--- src/shared/ppdcc_pkg.sv ---
// Purpose: Shared constants and types for the single-port PSE control block
// Assumes: 250 MHz mclk; analog front end reports digitised outcomes
// Notes: Functional notes below are mirrored by tags in the design files
// Functional notes
// - Pick the maximum power level from the level resistor, sampled at reset release.
// - Latch midspan, legacy, twin and level inputs at reset exit; ignore later changes.
// - Reset at power-up or when the reset pin is low; port stays off.
// - Decode seven level codes: Type 1, Type 2, four extended, unrestricted.
// - Extended modes add 38.7W, 52.7W, 70W and 90W allocations.
// - Twin-signature PD with twin support enabled doubles inrush, cutoff and limit.
// - Type 1 mode never issues a second class event; class 4 acts as 0.
// - Unrestricted mode powers any valid PD with raised current limits.
// - Remove port power on a cutoff fault or a limit fault.
// - Detect disconnect of a powered PD and switch power off.
// - Report detection as one of eight outcomes from unknown to voltage out of range.
// - Move from detection to classification after a good signature.
// - Legacy mode accepts cap high, sig low, good, sig high; otherwise only good, plus sig low with twin support.
// - Legacy mode allocates 13W to class 0, 1, 2 or 3.
// - Twin support lets a signature-too-low outcome go on to classification.
// - Classify right after detection; each event drives about 18V for 12ms.
// - After a valid class, set cutoff and limit thresholds from the class.
// - Single-event class in all modes; class 0 to 3 grants allocation directly.
// - Class 0 is allocated like class 3.
// - Class 4 gets 13W demoted to class 0 in Type 1, 25.5W in Type 2.
// - Class 4 is powered after one event in Type 1 and unrestricted modes; else more events follow.
// - Midspan select high uses midspan detection timing, low uses endpoint timing.
// - Reset pin low pulses shorter than 4.5 us are filtered out.
package ppdcc_pkg;
  localparam int CLK_MHZ = 250;
  localparam int CLASS_TIME_MS = 12;
  localparam int CLASS_CYCLES = CLASS_TIME_MS * CLK_MHZ * 1000;
  localparam int CLASS_CNT_W = 22;
  localparam int RST_GLITCH_NS = 4500;
  localparam int RST_GLITCH_CYCLES = (RST_GLITCH_NS * CLK_MHZ + 999) / 1000;
  localparam int RST_CNT_W = 11;
  localparam int AXI_AW = 5;
  localparam logic [4:0] OFS_CTRL = 5'h00;
  localparam logic [4:0] OFS_STATUS = 5'h04;
  localparam logic [4:0] OFS_CONFIG = 5'h08;
  localparam logic [4:0] OFS_EVENTS = 5'h0c;
  localparam logic CTRL_ENABLE_RESET = 1'h1;
  localparam int CTRL_ENABLE_BIT = 0;
  localparam int EV_CUT_BIT = 0;
  localparam int EV_LIM_BIT = 1;
  localparam int EV_DISC_BIT = 2;
  localparam int EV_REFUSE_BIT = 3;
  localparam int EV_W = 4;
  localparam logic [2:0] CLASS_MAX_STD = 3'h3;
  localparam logic [2:0] CLASS_FOUR = 3'h4;
  localparam logic [1:0] RESP_OKAY = 2'h0;
  localparam logic [1:0] RESP_SLVERR = 2'h2;
  typedef enum logic [2:0] {
    LVL_TYPE1, LVL_TYPE2, LVL_EXT38, LVL_EXT52, LVL_EXT70, LVL_EXT90, LVL_ULTRA
  } ppdcc_level_t;
  typedef enum logic [2:0] {
    DET_UNKNOWN, DET_SHORT, DET_CAP_HIGH, DET_SIG_LOW,
    DET_GOOD, DET_SIG_HIGH, DET_OPEN, DET_VOLT_RANGE
  } ppdcc_detect_t;
  typedef enum logic [3:0] {
    AL_NONE, AL_3W, AL_7W, AL_13W, AL_25W5, AL_38W7, AL_52W7, AL_70W, AL_90W, AL_ULTRA
  } ppdcc_alloc_t;
  typedef enum logic [2:0] {
    ST_HOLD, ST_DETECT, ST_CLASS, ST_EXTEND, ST_POWER, ST_IDLE
  } ppdcc_state_t;
endpackage

--- src/shared/ppdcc_rst_if.sv ---
// Purpose: Carries the reset pin to its glitch filter and the held level back
// Assumes: Single clock domain
// Notes: No clock inside; the filter samples on mclk
`timescale 1ns/1ps
interface ppdcc_rst_if;
  logic pinLowN;
  logic hold;
  modport filt(input pinLowN, output hold);
  modport ctrl(output pinLowN, input hold);
endinterface

--- src/ppdcc_rst_filter.sv ---
// Purpose: Glitch filter on the active-low reset pin
// Assumes: Pin is synchronous to mclk
// Notes: Hold is high from power-up until the pin is seen high
`timescale 1ns/1ps
module ppdcc_rst_filter
  import ppdcc_pkg::*;
(
  // Clock and power-on reset
  input wire logic mclk,
  input wire logic rst_n,
  // Pin and filtered level
  ppdcc_rst_if.filt rif
);
  logic [RST_CNT_W-1:0] lowCnt_reg;
  logic hold_reg;
  wire lowLongEnough = (lowCnt_reg == RST_CNT_W'(RST_GLITCH_CYCLES - 1));

  // Short low pulses restart the count and never reach hold
  always_ff @(posedge mclk or negedge rst_n) begin
    if (!rst_n) begin
      lowCnt_reg <= '0;
      hold_reg <= 1'b1;
    end else if (rif.pinLowN) begin
      lowCnt_reg <= '0;
      hold_reg <= 1'b0;
    end else if (lowLongEnough) begin
      hold_reg <= 1'b1;
    end else begin
      lowCnt_reg <= lowCnt_reg + 1'b1;
    end
  end
  assign rif.hold = hold_reg;
endmodule

--- src/ppdcc_top.sv ---
// Purpose: Autonomous single-port PSE detect, classify and power sequencer
// Assumes: Front end reports detection, class and fault results as digital levels
// Notes: Registers reachable over AXI4-Lite; configuration latched at reset exit
//
// The AXI4-Lite interface to the registers and the register addresses are this design's own decisions.
`timescale 1ns/1ps
module ppdcc_top
  import ppdcc_pkg::*;
#(
  parameter int CLASS_CYCLES_P = CLASS_CYCLES
) (
  // Clock and reset
  input wire logic mclk,
  input wire logic rst_n,
  input wire logic resetPinN,
  // Configuration straps
  input wire logic [2:0] levelSelect,
  input wire logic midspanSelect,
  input wire logic legacyEnable,
  input wire logic twinSignatureEnable,
  // Detection front end
  output logic detectReq,
  input wire logic detectDone,
  input wire logic [2:0] detectOutcome,
  // Classification front end
  output logic classDrive,
  input wire logic [2:0] classResult,
  output logic extReq,
  input wire logic extDone,
  input wire logic extOk,
  input wire logic [2:0] extLevel,
  // Power path
  output logic portPower,
  input wire logic cutFault,
  input wire logic limFault,
  input wire logic disconnect,
  output logic [3:0] allocLevel,
  output logic [3:0] thresholdSelect,
  output logic currentDouble,
  output logic cutoffDisable,
  output logic midspanTiming,
  // AXI4-Lite slave
  input wire logic [AXI_AW-1:0] s_axi_awaddr,
  input wire logic s_axi_awvalid,
  output logic s_axi_awready,
  input wire logic [31:0] s_axi_wdata,
  input wire logic [3:0] s_axi_wstrb,
  input wire logic s_axi_wvalid,
  output logic s_axi_wready,
  output logic [1:0] s_axi_bresp,
  output logic s_axi_bvalid,
  input wire logic s_axi_bready,
  input wire logic [AXI_AW-1:0] s_axi_araddr,
  input wire logic s_axi_arvalid,
  output logic s_axi_arready,
  output logic [31:0] s_axi_rdata,
  output logic [1:0] s_axi_rresp,
  output logic s_axi_rvalid,
  input wire logic s_axi_rready
);

  // Reset pin filter
  ppdcc_rst_if rif();
  assign rif.pinLowN = resetPinN;
  ppdcc_rst_filter uFilt (
    .mclk(mclk),
    .rst_n(rst_n),
    .rif(rif.filt)
  );
  wire pinHold = rif.hold;

  // Latched configuration
  logic cfgLatched_reg;
  ppdcc_level_t level_reg;
  logic midspan_reg;
  logic legacy_reg;
  logic twinEn_reg;
  wire ppdcc_level_t levelDecoded =
    (levelSelect > 3'(LVL_ULTRA)) ? LVL_TYPE1 : ppdcc_level_t'(levelSelect);

  // Captured once per reset exit, frozen until the next reset
  always_ff @(posedge mclk or negedge rst_n) begin
    if (!rst_n) begin
      cfgLatched_reg <= 1'b0;
      level_reg <= LVL_TYPE1;
      midspan_reg <= 1'b0;
      legacy_reg <= 1'b0;
      twinEn_reg <= 1'b0;
    end else if (pinHold) begin
      cfgLatched_reg <= 1'b0;
    end else if (!cfgLatched_reg) begin
      cfgLatched_reg <= 1'b1;
      level_reg <= levelDecoded;
      midspan_reg <= midspanSelect;
      legacy_reg <= legacyEnable;
      twinEn_reg <= twinSignatureEnable;
    end
  end
  assign midspanTiming = midspan_reg;

  // Sequencer state
  ppdcc_state_t st_reg;
  ppdcc_state_t st_next;
  logic [CLASS_CNT_W-1:0] classCnt_reg;
  ppdcc_detect_t outcome_reg;
  logic [2:0] class_reg;
  ppdcc_alloc_t alloc_reg;
  ppdcc_alloc_t alloc_next;
  logic twinPd_reg;
  logic portPower_reg;
  logic enable_reg;
  logic refuse;

  wire ppdcc_detect_t outcomeNow = ppdcc_detect_t'(detectOutcome);
  // Legacy widens the accepted set; twin support admits a low signature
  wire legacyOk = legacy_reg && (outcomeNow == DET_CAP_HIGH ||
    outcomeNow == DET_SIG_LOW || outcomeNow == DET_SIG_HIGH);
  wire twinOk = twinEn_reg && outcomeNow == DET_SIG_LOW;
  wire detectOk = outcomeNow == DET_GOOD || legacyOk || twinOk;
  wire classEnd = classCnt_reg == CLASS_CNT_W'(CLASS_CYCLES_P - 1);
  wire classValid = classResult <= CLASS_FOUR;
  wire isUltra = level_reg == LVL_ULTRA;
  wire isType1 = level_reg == LVL_TYPE1;
  wire goExtend = classValid && classResult == CLASS_FOUR && !isType1 && !isUltra;
  wire anyFault = cutFault || limFault;

  // One-event class outcome
  ppdcc_alloc_t classAlloc;
  always_comb begin
    classAlloc = AL_NONE;
    if (!classValid) begin
      classAlloc = AL_NONE;
    end else if (isUltra) begin
      classAlloc = AL_ULTRA;
    end else if (classResult == CLASS_FOUR) begin
      classAlloc = isType1 ? AL_13W : AL_NONE;
    end else if (legacy_reg || classResult == 3'h0 || classResult == CLASS_MAX_STD) begin
      classAlloc = AL_13W;
    end else if (classResult == 3'h1) begin
      classAlloc = AL_3W;
    end else begin
      classAlloc = AL_7W;
    end
  end

  // Extended grant; a Type 2 port demotes, wider ports refuse above their level
  wire extFits = extLevel <= 3'(level_reg) && extLevel != 3'(LVL_TYPE1)
    && extLevel != 3'(LVL_ULTRA);
  wire ppdcc_alloc_t extAlloc = !extOk ? AL_NONE :
    extFits ? ppdcc_alloc_t'(4'(extLevel) + 4'h3) :
    (level_reg == LVL_TYPE2) ? AL_25W5 : AL_NONE;

  always_comb begin
    st_next = st_reg;
    alloc_next = alloc_reg;
    refuse = 1'b0;
    case (st_reg)
      ST_HOLD: begin
        if (!pinHold) begin
          st_next = ST_DETECT;
        end
      end
      ST_DETECT: begin
        if (!enable_reg) begin
          st_next = ST_IDLE;
        end else if (cfgLatched_reg && detectDone) begin
          // Invalid outcomes stay here and simply retry
          st_next = detectOk ? ST_CLASS : ST_DETECT;
        end
      end
      ST_CLASS: begin
        if (!enable_reg) begin
          st_next = ST_IDLE;
        end else if (classEnd) begin
          alloc_next = classAlloc;
          if (goExtend) begin
            st_next = ST_EXTEND;
          end else if (classAlloc == AL_NONE) begin
            st_next = ST_DETECT;
            refuse = 1'b1;
          end else begin
            st_next = ST_POWER;
          end
        end
      end
      ST_EXTEND: begin
        if (!enable_reg) begin
          st_next = ST_IDLE;
        end else if (extDone) begin
          alloc_next = extAlloc;
          st_next = (extAlloc == AL_NONE) ? ST_DETECT : ST_POWER;
          refuse = extAlloc == AL_NONE;
        end
      end
      ST_POWER: begin
        // Faults and disconnect drop power at once
        if (!enable_reg) begin
          st_next = ST_IDLE;
        end else if (anyFault || disconnect) begin
          st_next = ST_DETECT;
        end
      end
      ST_IDLE: begin
        if (enable_reg) begin
          st_next = ST_DETECT;
        end
      end
      default: begin
        st_next = ST_HOLD;
      end
    endcase
    if (pinHold) begin
      st_next = ST_HOLD;
    end
  end

  // Port stays off for the whole reset hold
  always_ff @(posedge mclk or negedge rst_n) begin
    if (!rst_n) begin
      st_reg <= ST_HOLD;
      portPower_reg <= 1'b0;
    end else begin
      st_reg <= st_next;
      portPower_reg <= st_next == ST_POWER;
    end
  end

  // Class event timer, about 12 ms of class drive
  always_ff @(posedge mclk or negedge rst_n) begin
    if (!rst_n) begin
      classCnt_reg <= '0;
    end else if (st_reg == ST_CLASS && !classEnd) begin
      classCnt_reg <= classCnt_reg + 1'b1;
    end else begin
      classCnt_reg <= '0;
    end
  end

  // Reported detection and class results
  always_ff @(posedge mclk or negedge rst_n) begin
    if (!rst_n) begin
      outcome_reg <= DET_UNKNOWN;
      class_reg <= '0;
      alloc_reg <= AL_NONE;
      twinPd_reg <= 1'b0;
    end else begin
      alloc_reg <= (st_next == ST_POWER || st_next == ST_EXTEND) ? alloc_next : AL_NONE;
      if (st_reg == ST_DETECT && detectDone) begin
        outcome_reg <= outcomeNow;
        twinPd_reg <= twinOk;
      end
      if (st_reg == ST_CLASS && classEnd) begin
        class_reg <= classResult;
      end
    end
  end

  assign detectReq = st_reg == ST_DETECT && cfgLatched_reg;
  assign classDrive = st_reg == ST_CLASS;
  assign extReq = st_reg == ST_EXTEND;
  assign portPower = portPower_reg;
  assign allocLevel = alloc_reg;
  // Thresholds follow the granted class; unrestricted mode has no cutoff
  assign thresholdSelect = portPower_reg ? alloc_reg : AL_NONE;
  assign cutoffDisable = portPower_reg && alloc_reg == AL_ULTRA;
  assign currentDouble = portPower_reg && twinPd_reg;

  // AXI4-Lite write path
  logic awHeld_reg;
  logic [AXI_AW-1:0] awAddr_reg;
  logic wHeld_reg;
  logic [31:0] wData_reg;
  logic wLane0_reg;
  logic bvalid_reg;
  logic [1:0] bresp_reg;
  logic [EV_W-1:0] events_reg;

  assign s_axi_awready = !awHeld_reg && !bvalid_reg;
  assign s_axi_wready = !wHeld_reg && !bvalid_reg;
  wire doWrite = awHeld_reg && wHeld_reg;
  wire [AXI_AW-1:0] wWord = {awAddr_reg[AXI_AW-1:2], 2'b00};
  wire wMapped = wWord == OFS_CTRL || wWord == OFS_STATUS
    || wWord == OFS_CONFIG || wWord == OFS_EVENTS;
  wire ctrlWrite = doWrite && wLane0_reg && wWord == OFS_CTRL;
  wire evWrite = doWrite && wLane0_reg && wWord == OFS_EVENTS;

  always_ff @(posedge mclk or negedge rst_n) begin
    if (!rst_n) begin
      awHeld_reg <= 1'b0;
      awAddr_reg <= '0;
      wHeld_reg <= 1'b0;
      wData_reg <= '0;
      wLane0_reg <= 1'b0;
      bvalid_reg <= 1'b0;
      bresp_reg <= RESP_OKAY;
    end else begin
      if (s_axi_awvalid && s_axi_awready) begin
        awHeld_reg <= 1'b1;
        awAddr_reg <= s_axi_awaddr;
      end
      if (s_axi_wvalid && s_axi_wready) begin
        wHeld_reg <= 1'b1;
        wData_reg <= s_axi_wdata;
        wLane0_reg <= s_axi_wstrb[0];
      end
      if (doWrite) begin
        awHeld_reg <= 1'b0;
        wHeld_reg <= 1'b0;
        bvalid_reg <= 1'b1;
        bresp_reg <= wMapped ? RESP_OKAY : RESP_SLVERR;
      end else if (bvalid_reg && s_axi_bready) begin
        bvalid_reg <= 1'b0;
      end
    end
  end
  assign s_axi_bvalid = bvalid_reg;
  assign s_axi_bresp = bresp_reg;

  // Enable gates the sequencer; clearing it turns the port off
  always_ff @(posedge mclk or negedge rst_n) begin
    if (!rst_n) begin
      enable_reg <= CTRL_ENABLE_RESET;
    end else if (ctrlWrite) begin
      enable_reg <= wData_reg[CTRL_ENABLE_BIT];
    end
  end

  // Sticky events, write one to clear; a new event in the clear cycle survives
  wire [EV_W-1:0] evSet = {refuse, portPower_reg && disconnect,
    portPower_reg && limFault, portPower_reg && cutFault};
  wire [EV_W-1:0] evClr = evWrite ? wData_reg[EV_W-1:0] : '0;
  always_ff @(posedge mclk or negedge rst_n) begin
    if (!rst_n) begin
      events_reg <= '0;
    end else begin
      events_reg <= (events_reg & ~evClr) | evSet;
    end
  end

  // AXI4-Lite read path
  logic rvalid_reg;
  logic [31:0] rdata_reg;
  logic [1:0] rresp_reg;
  wire [AXI_AW-1:0] rWord = {s_axi_araddr[AXI_AW-1:2], 2'b00};
  wire [31:0] statusWord = {18'h00000, alloc_reg, class_reg, outcome_reg,
    st_reg, portPower_reg};
  wire [31:0] configWord = {25'h0000000, cfgLatched_reg, twinEn_reg,
    legacy_reg, midspan_reg, level_reg};
  wire rMapped = rWord == OFS_CTRL || rWord == OFS_STATUS
    || rWord == OFS_CONFIG || rWord == OFS_EVENTS;
  wire [31:0] rdMux = (rWord == OFS_CTRL) ? {31'h00000000, enable_reg} :
    (rWord == OFS_STATUS) ? statusWord :
    (rWord == OFS_CONFIG) ? configWord :
    (rWord == OFS_EVENTS) ? {28'h0000000, events_reg} : 32'h00000000;
  assign s_axi_arready = !rvalid_reg;

  always_ff @(posedge mclk or negedge rst_n) begin
    if (!rst_n) begin
      rvalid_reg <= 1'b0;
      rdata_reg <= '0;
      rresp_reg <= RESP_OKAY;
    end else if (s_axi_arvalid && s_axi_arready) begin
      rvalid_reg <= 1'b1;
      rdata_reg <= rdMux;
      rresp_reg <= rMapped ? RESP_OKAY : RESP_SLVERR;
    end else if (rvalid_reg && s_axi_rready) begin
      rvalid_reg <= 1'b0;
    end
  end
  assign s_axi_rvalid = rvalid_reg;
  assign s_axi_rdata = rdata_reg;
  assign s_axi_rresp = rresp_reg;
endmodule

--- config.mk ---
export PLATFORM = sky130hd
export DESIGN_NAME = ppdcc_top
export DESIGN_NICKNAME = d
export VERILOG_FILES = /design/src/shared/ppdcc_pkg.sv /design/src/shared/ppdcc_rst_if.sv /design/src/ppdcc_rst_filter.sv /design/src/ppdcc_top.sv
export SDC_FILE = /design/constraint.sdc
export NUM_CORES = 1
export LEC_CHECK = 0
export ABC_AREA = 1
export CELL_PAD_IN_SITES_DETAIL_PLACEMENT = 1
export CELL_PAD_IN_SITES_GLOBAL_PLACEMENT = 2
export CORE_MARGIN = 3
export CORE_UTILIZATION = 38
export DETAILED_ROUTE_END_ITERATION = 10
export DONT_BUFFER_PORTS = 1
export PLACE_DENSITY_LB_ADDON = 0.1
export SYNTH_ARGS = -nofsm -noshare
export SYNTH_HDL_FRONTEND = slang
export SYNTH_SLANG_ARGS = --single-unit
--- constraint.sdc ---
create_clock -name mclk -period 3.4 [get_ports mclk]
set_clock_uncertainty 0.2 [all_clocks]
set_input_delay 0.17 -clock mclk [delete_from_list [all_inputs] [get_ports mclk]]
set_output_delay 0.17 -clock mclk [all_outputs]
set_load 0.1 [all_outputs]
==> impl_metrics.env, run 1 <==
export IMPL_post_drt_wl_per_cell_um=15.08
export IMPL_met3_usage=0.03923
export IMPL_ys_ff_latch=89
export IMPL_avgViaCountPerCell=4.914
export IMPL_rsz0062_at_grt="false"
export IMPL_gr_total_overflow=0
export IMPL_drtIter0Drc=179
export IMPL_place_gp_congestion=0.7877
export IMPL_clk_pin_slew_worst_paths_ns=0.07
export IMPL_slew_headroom=0.3283
export IMPL_drt_pass1_iterations=4
export IMPL_detailed_place_hpwl_um=9488
export IMPL_area_delta_synth_final_pct=19.79
export IMPL_hold_buffers=41
export IMPL_largest_reg_flops=22
export IMPL_postCtsSetupBuffers=0
export IMPL_min_period_ns=3.093
export IMPL_cts_tree="done"
export IMPL_ff_latch_area_mm2=0.002230
export IMPL_cts_path_max_buffers=2
export IMPL_initial_core_util=0.3955
export IMPL_hold_violations=0
export IMPL_track_usage=0.1897
export IMPL_cts_buffers=9
export IMPL_maxSlewViolCount=0
export IMPL_io_pins=131
export IMPL_antenna_found_initial=0
export IMPL_synth_top_cell_area_share=0.4508
export IMPL_utilization=0.4738
export IMPL_dieArea_mm2=0.01410
export IMPL_die_width_um=118.7
export IMPL_crit_path_max_fanout=5
export IMPL_worstPathRequired_ns=3.43
export IMPL_cts_repair_resized=0
export IMPL_setup_violations=0
export IMPL_end_kind="flop"
export IMPL_yosysTopAreaCell="dfrtp_1"
export IMPL_grt_max_degree=90
export IMPL_grt_busiest_layer="met2"
export IMPL_routed_wl_um=12830
export IMPL_drcViolationCount=0
export IMPL_power_mw=3.562
export IMPL_synth_area_per_cell_um2=7.802
export IMPL_grt_met2_usage=0.3371
export IMPL_setup_slack_ns=0.3075
export IMPL_die_y_um=118.7
export IMPL_synth_seq_area_share=0.4617
export IMPL_core_mm2=0.01221
export IMPL_cts_htree_levels=3
export IMPL_hold_worst_slack_ns=0.02345
export IMPL_fin_nets=762
export IMPL_diodes=0
export IMPL_numClockSinks=89
export IMPL_clock_latency_ns=0.34
export IMPL_fmax_mhz=323.4
export IMPL_holdCritPathClass="input port to flop"
export IMPL_final_setup_tns_ns=0
export IMPL_ir_drop_uv=258.9
export IMPL_start_kind="flop"
export IMPL_criticalPathCategory="flop to flop"
export IMPL_p_per_area_mw_per_mm2=615.6
export IMPL_period_share=0.9096
export IMPL_grt_pass1_wl_um=21810
export IMPL_fill_cells=1547
export IMPL_ys_warn_count=0
export IMPL_place_ws_ns=0.6780
export IMPL_drive_gt1_frac=0.1171
export IMPL_cp_arrival_ns=3.12
export IMPL_maxCapViolCount=0
export IMPL_rows=40
export IMPL_multi_input_area_mm2=0.002177
export IMPL_synth_area_mm2=0.004830
export IMPL_synthDistinctLibCells=40
export IMPL_p_leak_nw=2.734
export IMPL_io_buffers=0
export IMPL_ctsRootBufferMaster="clkbuf_16"
export IMPL_syn_inst=619
export IMPL_status="finished, final reports clean"
export IMPL_vias=4182
export IMPL_met1_usage=0.2300
export IMPL_final_antenna_net_count=0
export IMPL_tightest_slew_ns=1.008
export IMPL_grt_pass1_vias=4396
export IMPL_synth_area_leaders="dfrtp_1 45%, nand2_1 10%, inv_1 6.5%, nor2_1 5.0%, o21ai_0 4.8%"
cell usage in the layout, fill, tap and decap left out, types with 20 or more instances in the layout:
master,Yosys,routed
dlygate4sd3_1,0,40
nor3_1,21,20
conb_1,1,20
inv_1,83,83
nor2_1,64,61
nand2_1,135,135
dfrtp_1,87,87
o21ai_0,46,46
nand3_1,32,32
a21oi_1,36,36
cells in the mapped netlist:
library cell	n
o31ai_1	2
nor2_2	15
nor3_2	5
nand3_2	3
a31oi_1	1
a221oi_1	2
nand2_1	135
nor2_4	3
clkinv_1	1
a21oi_1	36
inv_1	83
conb_1	1
o21ai_1	2
a21oi_2	1
buf_2	2
mux2i_1	1
inv_2	5
nor3_1	21
or2_2	1
dfstp_2	2
o22ai_1	1
dfrtp_1	87
nor3_4	1
nor4_1	4
ha_1	9
nand4_1	6
o21ai_0	46
nand2_2	4
or2_0	1
nand3b_1	2
nor2_1	64
o21a_1	1
a211oi_1	3
clkbuf_1	5
xor2_1	5
a22oi_1	1
mux2_2	4
nand3_1	32
buf_4	20
o32ai_1	1
layer usage:
| layer | routed length [µm] | vias to the layer above | share of wire |
|---|---|---|---|
| li1 | - | 2068 | - |
| met1 | 5611 | 2024 | 0.44 |
| met2 | 6515 | 79 | 0.51 |
| met3 | 529 | 11 | 0.041 |
| met4 | 173 | 0 | 0.013 |
| met5 | 0 | - | 0 |
area by class of cell:
cell class | instances | area share
multi-input combinational | 433 | 0.3763
sequential | 89 | 0.3854
inverter | 89 | 0.05774
timing repair buffer | 56 | 0.09343
clock buffer | 9 | 0.03893
tap | 168 | 0.03633
clock inverter | 7 | 0.01189
cells by family (layout without fill, tap and decap cells):
| kind of cell | after synthesis | count (layout) | synth area share |
|---|---|---|---|
| AND/OR/NAND/NOR | 297 | 297 | 0.2798 |
| buffers and inverters | 116 | 161 | 0.1062 |
| AO/OA/AOI/OAI | 97 | 97 | 0.1078 |
| flip-flops | 89 | 89 | 0.4617 |
| adder cells (fa/ha/maj) | 9 | 9 | 0.02332 |
| XOR/XNOR | 5 | 5 | 0.009067 |
| multiplexers | 5 | 5 | 0.01140 |
| other | 1 | 20 | 0.0007765 |
final timing paths:
path	from	endpoint	slack, ns	cells past startpoint
max	s_axi_bvalid	awAddr_reg[4]	0.31	7
min	s_axi_wvalid	wHeld_reg	0.02	2
max reg2reg	s_axi_bvalid	awAddr_reg[4]	0.31	7
min reg2reg	twinPd_reg	twinPd_reg	0.28	2
max in group asynchronous	rst_n	uFilt.rif.hold	2.41	2
min in group asynchronous	rst_n	level_reg[2]	0.18	2
where the power goes:
group / leakage (nW) / switching, mW / internal (mW) / total (mW)
Combinational: 1.46 / 0.686 / 0.261 / 0.948
Clock: 0.142 / 0.426 / 0.568 / 0.994
Sequential: 1.13 / 0.395 / 1.22 / 1.62
per-stage QoR:
stage          std cells  instance area, µm²
4_1_cts              851                5786
6_report             851                5786
3_5_place_dp         794                5064
2_1_floorplan        638                4906
3_3_place_gp         794                5064
5_1_grt              851                5786
worst max-delay path, stage by stage, from the launching register on:
cell           delay, ns
dfrtp_1             0.77
nor2_2              0.21
buf_4               0.32
nand2_1             0.20
nor2_1              0.11
dlygate4sd3_1       0.55
a21oi_1             0.05
dlygate4sd3_1       0.56
Power figures use the tool's default switching activity.
==> run 2: changes to the inputs <==
Settings changed: CTS_CLUSTER_SIZE set to 30, REMOVE_ABC_BUFFERS set to 1.
==> run 2 against run 1 <==
Worst hold slack gained 0.0080 ns. Global-route usage grew 0.55 points. Routed wire length grew 1.4%. Clock power shrank 3.6%. Flip-flop and latch count is the same. Critical path depth is the same.
==> impl_metrics.env, run 2 (synthesized netlist as in run 1, its figures left out) <==
export IMPL_cpMaxStageDelayCell="dfrtp_1"
export IMPL_swShare=0.4345
export IMPL_core_mm2=0.01221
export IMPL_gr_total_overflow=0
export IMPL_initial_core_util=0.3955
export IMPL_cts_path_max_buffers=2
export IMPL_slowest_delay_ns=0.77
export IMPL_setup_slack_ns=0.3045
export IMPL_tightest_slew_ns=0.9881
export IMPL_maxSlewViolCount=0
export IMPL_fin_nets=765
export IMPL_drt_pass1_iterations=4
export IMPL_die_width_um=118.7
export IMPL_final_cells=854
export IMPL_cts_repair_resized=0
export IMPL_holdCritPathClass="input port to flop"
export IMPL_status="finished, final reports clean"
export IMPL_min_period_ns=3.096
export IMPL_hold_worst_slack_ns=0.03141
export IMPL_largest_reg_flops=22
export IMPL_drtIter0Drc=195
export IMPL_ir_drop_uv=405.5
export IMPL_seqPwrFrac=0.457
export IMPL_crit_path_max_fanout=5
export IMPL_p_clk_frac=0.270
export IMPL_ctsRootBufferMaster="clkbuf_16"
export IMPL_dieArea_mm2=0.01410
export IMPL_vias=4172
export IMPL_p_per_area_mw_per_mm2=609.9
export IMPL_grt_pass1_wl_um=22160
export IMPL_setup_violations=0
export IMPL_cts_htree_levels=3
export IMPL_placed_area_mm2=0.005075
export IMPL_ff2ff_setup_slack_ns=0.30
export IMPL_final_common_cell="nand2_1"
export IMPL_grt_max_degree=90
export IMPL_clk_pin_slew_worst_paths_ns=0.07
export IMPL_clock_latency_ns=0.36
export IMPL_switching_power_mw=1.541
export IMPL_cts_tree="done"
export IMPL_detailed_place_hpwl_um=9286
export IMPL_final_antenna_net_count=0
export IMPL_antenna_found_initial=0
export IMPL_area_delta_synth_final_pct=20.36
export IMPL_p_int_mw=2.005
export IMPL_cts_buffers=9
export IMPL_place_ws_ns=0.9373
export IMPL_path_cells="nor2_2, buf_4, nand2_1, nor2_1, dlygate4sd3_1, a21oi_1, dlygate4sd3_1"
export IMPL_track_usage=0.1953
export IMPL_hold_violations=0
export IMPL_die_y_um=118.7
export IMPL_end_kind="flop"
export IMPL_rows=40
export IMPL_p_leak_nw=2.752
export IMPL_avgViaCountPerCell=4.885
export IMPL_post_drt_wl_per_cell_um=15.23
export IMPL_p_comb_frac=0.273
export IMPL_utilization=0.4760
export IMPL_drcViolationCount=0
export IMPL_final_setup_tns_ns=0
export IMPL_cp_arrival_ns=3.14
export IMPL_fmax_mhz=323.0
export IMPL_routed_wl_um=13010
export IMPL_worstPathRequired_ns=3.44
export IMPL_period_share=0.9104
export IMPL_grt_pass1_vias=4508
export IMPL_power_mw=3.545
export IMPL_place_gp_congestion=0.8055
export IMPL_placed_cells=794
export IMPL_maxCapViolCount=0
export IMPL_io_pins=131
export IMPL_cpMostUsedCell="dlygate4sd3_1"
export IMPL_rsz0062_at_grt="false"
export IMPL_start_kind="flop"
export IMPL_diodes=0
export IMPL_drive_gt1_frac=0.1166
export IMPL_final_cell_mix="135 x nand2_1, 87 x dfrtp_1, 83 x inv_1"
export IMPL_slew_headroom=0.3413
export IMPL_finish_instance_area_mm2=0.005813
export IMPL_numClockSinks=89
export IMPL_criticalPathCategory="flop to flop"
export IMPL_io_buffers=0
-- run 2: area by class of cell --
cell class / count / area (µm²)
Clock buffer: 9 / 225.2
Clock inverter: 7 / 55.05
Fill cell: 1552 / 6399
Inverter: 89 / 334.1
Multi-Input combinational cell: 433 / 2171
Sequential cell: 89 / 2230
Tap cell: 168 / 210.2
Timing Repair Buffer: 59 / 588.1
-- run 2: routing by layer --
| layer | share of wire | up-vias | track usage |
|---|---|---|---|
| li1 | - | 2080 | - |
| met1 | 0.43 | 2006 | 0.2341 |
| met2 | 0.51 | 72 | 0.3407 |
| met3 | 0.046 | 14 | 0.05072 |
| met4 | 0.016 | 0 | 0.06372 |
| met5 | 0 | - | 0 |
-- run 2: worst max-delay path: cells and delay by family, from the launching register on --
family / cells / cell delay (ns)
and+or+nand+nor: 3 / 0.53
buffers and inverters: 3 / 1.43
AOI/OAI and AO/OA: 1 / 0.05
DFF: 1 / 0.77
-- run 2: worst paths after layout --
kind / from / to / cells past startpoint
max in group asynchronous: rst_n / enable_reg / 2
min in group asynchronous: rst_n / level_reg[1] / 2
max reg2reg: s_axi_bvalid / awAddr_reg[4] / 7
min reg2reg: classCnt_reg[0] / classCnt_reg[0] / 1
min: extDone / st_reg[2] / 6
max: s_axi_bvalid / awAddr_reg[4] / 7
-- run 2: power groups by stage --
stage	registers (mW)	logic (mW)	clock network, mW
after floorplan	1.65	0.615	0
after global placement	1.63	0.824	0
after detailed placement	1.64	0.847	0
after CTS	1.62	0.969	0.992
after global routing	1.64	1.07	1.04
final	1.62	0.968	0.958
-- run 2: repair_timing --
action | 4_1_cts | 5_1_grt
endpoints found under the setup margin | 0 | 0
hold endpoints to repair | 137 | 0
hold buffers | 44 | 0
setup buffers | 0 | 0
